===== src/rtl/cgsr_pkg.sv =====
// Purpose: constants and types shared by the clock gate and soft reset block
// Assumes: APB slave, 32-bit data, 12-bit byte address
// Notes:   offsets are byte addresses of aligned words

package cgsr_pkg;

    // ----------------------------------------------------------------
    // widths
    // ----------------------------------------------------------------
    localparam int ADDR_W = 12;
    localparam int DATA_W = 32;
    localparam int PORT_N = 8;

    // ----------------------------------------------------------------
    // register offsets
    // ----------------------------------------------------------------
    localparam logic [ADDR_W-1:0] SOFTWARE_RESET_CTRL_0_OFS = 12'h040;
    localparam logic [ADDR_W-1:0] RUN_MODE_CLOCK_CONFIG_OFS = 12'h060;
    localparam logic [ADDR_W-1:0] IRQ_STATUS_OFS            = 12'h070;
    localparam logic [ADDR_W-1:0] IRQ_MASK_OFS              = 12'h074;
    localparam logic [ADDR_W-1:0] RUN_PORT_CLOCK_GATE_OFS   = 12'h108;
    localparam logic [ADDR_W-1:0] SLEEP_PORT_CLOCK_GATE_OFS = 12'h118;
    localparam logic [ADDR_W-1:0] DEEP_PORT_CLOCK_GATE_OFS  = 12'h128;

    // ----------------------------------------------------------------
    // reset values
    // ----------------------------------------------------------------
    localparam logic [DATA_W-1:0] GATE_RESET  = 32'h0000_0000;
    localparam logic [DATA_W-1:0] SRCR_RESET  = 32'h0000_0000;
    localparam logic [DATA_W-1:0] CFG_RESET   = 32'h0000_0000;
    localparam logic [DATA_W-1:0] IRQ_RESET   = 32'h0000_0000;

    // ----------------------------------------------------------------
    // field positions
    // ----------------------------------------------------------------
    localparam int CONVERTER_RESET_BIT   = 16;
    localparam int HIBERNATION_RESET_BIT = 6;
    localparam int WATCHDOG_RESET_BIT    = 3;
    localparam int AUTO_CLOCK_GATING_BIT = 0;
    localparam logic [DATA_W-1:0] SRCR_WRITABLE = 32'h0001_0048;
    localparam logic [DATA_W-1:0] GATE_WRITABLE = 32'h0000_00FF;

    // ----------------------------------------------------------------
    // power modes, gray coded run -> sleep -> deep sleep
    // ----------------------------------------------------------------
    typedef enum logic [1:0] {
        PWR_RUN   = 2'h0,
        PWR_SLEEP = 2'h1,
        PWR_DEEP  = 2'h3
    } cgsr_pwr_mode_e;

endpackage


===== src/rtl/cgsr_clock_gate_soft_reset.sv =====
// Purpose: port clock gating per power mode and software reset control
// Assumes: APB master on mclk, power mode and port accesses from mclk logic
// Notes:   zero wait state slave; read data is captured in the setup cycle

`timescale 1ns/1ps
`default_nettype none

// Summary of operation
// - bits 7..0 of a gating register enable clocks of ports A..H.
// - access to a port whose clock is gated answers with a bus fault.
// - all gating enables clear at reset, ports start unclocked.
// - deep-sleep gating register at 0x128 governs ports in deep sleep.
// - sleep and deep-sleep gating apply only with auto gating set.
// - gating register bits 31:8 read zero and ignore writes.
// - reset control writes at 0x040 are masked by capability bits.
// - reset control bit 16 resets the converter module.
// - reset control bit 6 resets the hibernation module.
// - reset control bit 3 resets the watchdog unit.
// - reset control reserved bits read zero; control bits reset to zero.
module cgsr_clock_gate_soft_reset
    import cgsr_pkg::*;
(
    input  wire logic                           mclk,
    input  wire logic                           reset,
    input  wire logic                           psel,
    input  wire logic                           penable,
    input  wire logic                           pwrite,
    input  wire logic [cgsr_pkg::ADDR_W-1:0]    paddr,
    input  wire logic [cgsr_pkg::DATA_W-1:0]    pwdata,
    output var  logic [cgsr_pkg::DATA_W-1:0]    prdata,
    output logic                                pready,
    output logic                                pslverr,
    input  wire cgsr_pkg::cgsr_pwr_mode_e       powerMode,
    input  wire logic [cgsr_pkg::DATA_W-1:0]    capabilityMask1,
    input  wire logic [cgsr_pkg::PORT_N-1:0]    portAccess,
    output logic      [cgsr_pkg::PORT_N-1:0]    portBusFault,
    output var  logic [cgsr_pkg::PORT_N-1:0]    portClockEnable,
    output var  logic                           converterResetHold,
    output var  logic                           hibernationResetHold,
    output var  logic                           watchdogResetHold,
    output var  logic                           irq
);

    import cgsr_pkg::*;

    // ----------------------------------------------------------------
    // helpers
    // ----------------------------------------------------------------
    function automatic logic isMapped(input logic [ADDR_W-1:0] addr);
        logic hit;
        hit = 1'b0;
        case (addr)
            SOFTWARE_RESET_CTRL_0_OFS,
            RUN_MODE_CLOCK_CONFIG_OFS,
            IRQ_STATUS_OFS,
            IRQ_MASK_OFS,
            RUN_PORT_CLOCK_GATE_OFS,
            SLEEP_PORT_CLOCK_GATE_OFS,
            DEEP_PORT_CLOCK_GATE_OFS:
                hit = 1'b1;
            default:
                hit = 1'b0;
        endcase
        return hit;
    endfunction

    // masked update: only bits set in keep may change
    function automatic logic [DATA_W-1:0] maskedWrite(
        input logic [DATA_W-1:0] oldValue,
        input logic [DATA_W-1:0] newValue,
        input logic [DATA_W-1:0] keep
    );
        return (newValue & keep) | (oldValue & ~keep);
    endfunction

    // ----------------------------------------------------------------
    // state
    // ----------------------------------------------------------------
    logic [DATA_W-1:0] runGate;
    logic [DATA_W-1:0] sleepGate;
    logic [DATA_W-1:0] deepGate;
    logic [DATA_W-1:0] resetCtrl;
    logic [DATA_W-1:0] clockConfig;
    logic [DATA_W-1:0] irqStatus;
    logic [DATA_W-1:0] irqMask;

    logic [DATA_W-1:0] next_runGate;
    logic [DATA_W-1:0] next_sleepGate;
    logic [DATA_W-1:0] next_deepGate;
    logic [DATA_W-1:0] next_resetCtrl;
    logic [DATA_W-1:0] next_clockConfig;
    logic [DATA_W-1:0] next_irqStatus;
    logic [DATA_W-1:0] next_irqMask;
    logic [DATA_W-1:0] next_prdata;
    logic [PORT_N-1:0] next_portClockEnable;
    logic              next_irq;

    logic              setupPhase;
    logic              accessPhase;
    logic              writeDone;
    logic              addrHit;
    logic [DATA_W-1:0] readValue;
    logic [DATA_W-1:0] faultEvent;
    logic [DATA_W-1:0] gateInForce;

    // ----------------------------------------------------------------
    // bus handshake
    // ----------------------------------------------------------------
    assign pready      = 1'b1;
    assign setupPhase  = psel & ~penable;
    assign accessPhase = psel & penable;
    assign addrHit     = isMapped(paddr);
    assign pslverr     = accessPhase & ~addrHit;
    assign writeDone   = accessPhase & pwrite & addrHit;

    // ----------------------------------------------------------------
    // port bus fault
    // ----------------------------------------------------------------
    // a gated port cannot answer, so the fault is raised here instead
    assign portBusFault = portAccess & ~portClockEnable;
    assign faultEvent   = {{(DATA_W-PORT_N){1'b0}}, portBusFault};

    // ----------------------------------------------------------------
    // read mux
    // ----------------------------------------------------------------
    always_comb
    begin
        readValue = 32'h0000_0000;
        case (paddr)
            SOFTWARE_RESET_CTRL_0_OFS:
                readValue = resetCtrl & SRCR_WRITABLE;
            RUN_MODE_CLOCK_CONFIG_OFS:
                readValue = clockConfig;
            IRQ_STATUS_OFS:
                readValue = irqStatus;
            IRQ_MASK_OFS:
                readValue = irqMask;
            RUN_PORT_CLOCK_GATE_OFS:
                readValue = runGate & GATE_WRITABLE;
            SLEEP_PORT_CLOCK_GATE_OFS:
                readValue = sleepGate & GATE_WRITABLE;
            DEEP_PORT_CLOCK_GATE_OFS:
                readValue = deepGate & GATE_WRITABLE;
            default:
                readValue = 32'h0000_0000;
        endcase
    end

    // ----------------------------------------------------------------
    // gate selection
    // ----------------------------------------------------------------
    // without auto gating the run setting stays in force in every mode
    always_comb
    begin
        gateInForce = runGate;
        if (clockConfig[AUTO_CLOCK_GATING_BIT])
        begin
            case (powerMode)
                PWR_SLEEP:
                    gateInForce = sleepGate;
                PWR_DEEP:
                    gateInForce = deepGate;
                default:
                    gateInForce = runGate;
            endcase
        end
    end

    // ----------------------------------------------------------------
    // next values
    // ----------------------------------------------------------------
    always_comb
    begin
        next_runGate     = runGate;
        next_sleepGate   = sleepGate;
        next_deepGate    = deepGate;
        next_resetCtrl   = resetCtrl;
        next_clockConfig = clockConfig;
        next_irqMask     = irqMask;
        next_irqStatus   = irqStatus;
        next_prdata      = prdata;

        // capture in setup so prdata comes from a flop with no wait state
        if (setupPhase)
        begin
            next_prdata = readValue;
        end

        if (writeDone)
        begin
            case (paddr)
                SOFTWARE_RESET_CTRL_0_OFS:
                    next_resetCtrl = maskedWrite(resetCtrl, pwdata,
                        capabilityMask1 & SRCR_WRITABLE);
                RUN_MODE_CLOCK_CONFIG_OFS:
                    next_clockConfig = maskedWrite(clockConfig, pwdata,
                        32'h0000_0001 << AUTO_CLOCK_GATING_BIT);
                IRQ_MASK_OFS:
                    next_irqMask = pwdata & GATE_WRITABLE;
                IRQ_STATUS_OFS:
                    next_irqStatus = irqStatus & ~pwdata;
                RUN_PORT_CLOCK_GATE_OFS:
                    next_runGate = pwdata & GATE_WRITABLE;
                SLEEP_PORT_CLOCK_GATE_OFS:
                    next_sleepGate = pwdata & GATE_WRITABLE;
                DEEP_PORT_CLOCK_GATE_OFS:
                    next_deepGate = pwdata & GATE_WRITABLE;
                default:
                    next_runGate = runGate;
            endcase
        end

        // a fault in the clearing cycle is kept: set wins over clear
        next_irqStatus = next_irqStatus | faultEvent;

        next_portClockEnable = gateInForce[PORT_N-1:0];
        next_irq = |(next_irqStatus & irqMask);
    end

    // ----------------------------------------------------------------
    // registers
    // ----------------------------------------------------------------
    always_ff @(posedge mclk or posedge reset)
    begin
        if (reset)
        begin
            runGate         <= GATE_RESET;
            sleepGate       <= GATE_RESET;
            deepGate        <= GATE_RESET;
            resetCtrl       <= SRCR_RESET;
            clockConfig     <= CFG_RESET;
            irqStatus       <= IRQ_RESET;
            irqMask         <= IRQ_RESET;
            prdata          <= 32'h0000_0000;
            portClockEnable <= '0;
            irq             <= 1'b0;
        end
        else
        begin
            runGate         <= next_runGate;
            sleepGate       <= next_sleepGate;
            deepGate        <= next_deepGate;
            resetCtrl       <= next_resetCtrl;
            clockConfig     <= next_clockConfig;
            irqStatus       <= next_irqStatus;
            irqMask         <= next_irqMask;
            prdata          <= next_prdata;
            portClockEnable <= next_portClockEnable;
            irq             <= next_irq;
        end
    end

    // ----------------------------------------------------------------
    // unit reset holds
    // ----------------------------------------------------------------
    // held straight from the control flops, so release follows the write
    // level, not pulse: a unit stays in reset until software clears its bit
    always_comb
    begin
        converterResetHold   = resetCtrl[CONVERTER_RESET_BIT];
        hibernationResetHold = resetCtrl[HIBERNATION_RESET_BIT];
        watchdogResetHold    = resetCtrl[WATCHDOG_RESET_BIT];
    end

endmodule

`default_nettype wire


===== config.mk =====
export PLATFORM = sky130hd
export DESIGN_NAME = cgsr_clock_gate_soft_reset
export DESIGN_NICKNAME = d
export VERILOG_FILES = /design/src/rtl/cgsr_pkg.sv /design/src/rtl/cgsr_clock_gate_soft_reset.sv
export SDC_FILE = /design/constraint.sdc
export NUM_CORES = 1
export LEC_CHECK = 0
export BUFFER_PORTS_ARGS = -buffer_cell sky130_fd_sc_hd__clkbuf_2
export CAP_MARGIN = 5
export CORE_AREA = 4 4 99 101
export DETAILED_ROUTE_END_ITERATION = 8
export DIE_AREA = 0 0 103 105
export PLACE_DENSITY = 0.83
export SYNTH_ARGS = -nofsm -noshare
export SYNTH_HDL_FRONTEND = slang
export SYNTH_SLANG_ARGS = --single-unit

===== constraint.sdc =====
create_clock -name mclk -period 7.8 [get_ports mclk]
set_input_delay 0.78 -clock mclk [delete_from_list [all_inputs] [get_ports mclk]]
set_output_delay 0.78 -clock mclk [all_outputs]
set_load 0.005 [all_outputs]

==> impl_metrics.toml <==
[outcome]
status = "complete, no violations"

[die]
dieArea_um2 = 10800
rows = 35
core_area_um2 = 9020
initial_core_util_pct = 53.7
pin_count = 145
die_y_um = 105
die_x_um = 103

[clock_tree]
clkTransAtPathRegs_ps = 110
cts_hold_buf = 0
htreeDepth = 3
cts_resized = 0
post-cts-setup-buffers = 0
cts_root_buf = "clkbuf_8"
clock_path_buffers = 2
numCtsBuffers = 9
clock_sinks = 109
clock_latency_ps = 370
cts_tree = "done"

[synthesis]
synth_ff_type = "dfrtp_1"
synth_cell_types = 45
netlist.area_leader.share_pct = 56.3
synthMuxAreaShare_pct = 12.1
synth-xor-area-share_pct = 0
synth_simple_gate_area_share_pct = 16.6
synth_edf_count = 0
yosysTopAreaCell = "dfrtp_1"
synthTopCellsByCount = "109 x dfrtp_1, 74 x nand2_1, 27 x nand3_1"
syn_area_um2 = 4840
syn_nets = 528
synth_most_common_cell = "dfrtp_1"
synth.avg_cell_area_um2 = 11.1
yosysWarnings = 0
ys_ff_latch = 109
synthAdderAreaFrac_pct = 0
synth-async-reset-ratio_pct = 100
synth_compound_area_share_pct = 11.7
yosysSeqAreaShare_pct = 56.3
ys_top_cells_by_area = "dfrtp_1 56%, mux2_2 5.8%, nand2_1 5.7%, a21boi_0 3.7%, mux2i_1 3.5%"
synth_top_family_by_area = "simple AND/OR/NAND/NOR gates"
synth_cells = 437

[layout]
seqCellArea_um2 = 2730
layout.nets = 630
drive_above_1_share_pct = 31.6
multiInputGateArea_um2 = 1970
antenna_cells = 0
synthToLayoutAreaGrowth_pct = 16.5
fillerInstances = 773
instances_no_fill = 655

[global_route]
grt.overflow.total = 0
grt_max_degree = 67
grt_pass1_wl_um = 18400
antenna_found_initial = 0
grt_pass1_vias = 3711
track_usage_pct = 21.6

[worst_setup_path]
start_kind = "input pin"
cp.arrival_ps = 3300
critPathKind = "input pin to flip-flop"
rrSetupSlack_ps = 6420
path_max_fanout = 20
endpoint_kind = "flip-flop"
cp.required_ps = 8040

[placed_design]
io_buffers = 114
dp_hpwl_um = 8120
dp.cells = 639
gp_congestion = 0.792

[route]
ant_nets = 0
wire_per_inst_um = 17.5
drt-pass1-iter-count = 5
wl_um = 11500
drc_errors = 0
num_vias = 3728
vias_per_cell = 5.69
detail_route.iter0.violations = 242

[sta]
setup_viol_count_final = 0
fin_tns_setup_ps = 0
hold_viol = 0
period_share_pct = 39.1
fmax_ghz = 0.328
min_period_ps = 3050
worstMarginPinSlew_ps = 1160
rsz0062_at_grt = "false"
clock_skew_ps = 12.2
slew_violations = 0
timing.slew.headroom_pct = 22.4

[power_and_ir_drop]
ir_drop_uv = 108
leakage_nw = 2.95
p_per_area_nw_per_um2 = 169

[min_path]
hold_path.class = "input pin to asynchronous set/reset pin"

[run]
max-cap-violations = 0
[state kept, by name (all words and copies together) (netlist names)]
name	flops
clockConfig	1
deepGate	8
irq	1
irqMask	8
irqStatus	32
portClockEnable	8
prdata	32
resetCtrl	3
runGate	8
sleepGate	8
[critical path, cell delays in order]
cell and delay [ps]:
clkbuf_2 80, or4_4 610, nor4_4 850, buf_4 390, a31oi_1 160, nor3_1 270
nand4_1 140
[routing by layer]
metal / track usage, % / up-vias / routed length [µm]
li1: - / 1735 / -
met1: 28.6 / 1834 / 4890
met2: 35.7 / 144 / 5710
met3: 4.61 / 15 / 708
met4: 6.11 / 0 / 142
met5: 0 / - / 0
[cell families (layout without fill, tap and decap cells)]
group	after synthesis	count (layout)
buf+inv	32	139
flops	109	109
other cells	1	1
mux	53	53
simple gates	156	156
compound gates	86	86
[placed cells by master (no fill, tap or decap), types with 3 or more instances in the layout]
cell type    n
a21boi_0    24
a21o_1       7
a21oi_1     11
a221oi_1     3
a222oi_1     5
a22oi_1      3
a31oi_1      4
and2_1       3
and3_1       3
buf_4        3
clkbuf_2   114
clkbuf_8    10
dfrtp_1    109
inv_1        5
mux2_1       8
mux2_2      25
mux2_4       3
mux2i_1     17
nand2_1     74
nand3_1     27
nor2_1      16
nor2b_1     12
nor3_1       3
nor4_4       3
o21ai_0     23
[layout make-up]
cell class / count / area share (%)
Sequential cell: 109 / 48.3
Clock buffer: 11 / 2.51
Clock inverter: 5 / 0.776
Multi-Input combinational cell: 296 / 35.0
Tap cell: 111 / 2.46
Timing Repair Buffer: 117 / 10.5
Inverter: 6 / 0.444
[worst paths after layout]
path / endpoint / cells after the start / from
max in group asynchronous: resetCtrl[16] / 3 / reset
min: irqStatus[19] / 2 / reset
max: irq / 7 / paddr[7]
min in group mclk: prdata[29] / 2 / prdata[29]
max reg2reg: prdata[1] / 4 / deepGate[1]
min reg2reg: prdata[29] / 2 / prdata[29]
[per-stage QoR]
stage                     util (%)  instance area, µm²  power (mW)  hold WS [ps]  setup slack (ps)
after floorplan                  -                4840       0.609           460              4150
after global placement        60.5                5460       0.640           448              4370
after detailed placement      60.5                5460       0.642           456              4360
after CTS                     62.5                5640       0.961           445              4760
after global routing          62.5                5640       0.993           446              4640
final                         62.5                5640       0.955           435              4750
[power by group]
group | switching, mW | internal (mW)
Sequential | 0.000777 | 0.566
Combinational | 0.0412 | 0.0216
Clock | 0.196 | 0.129
(Power assumes the default switching activity.)
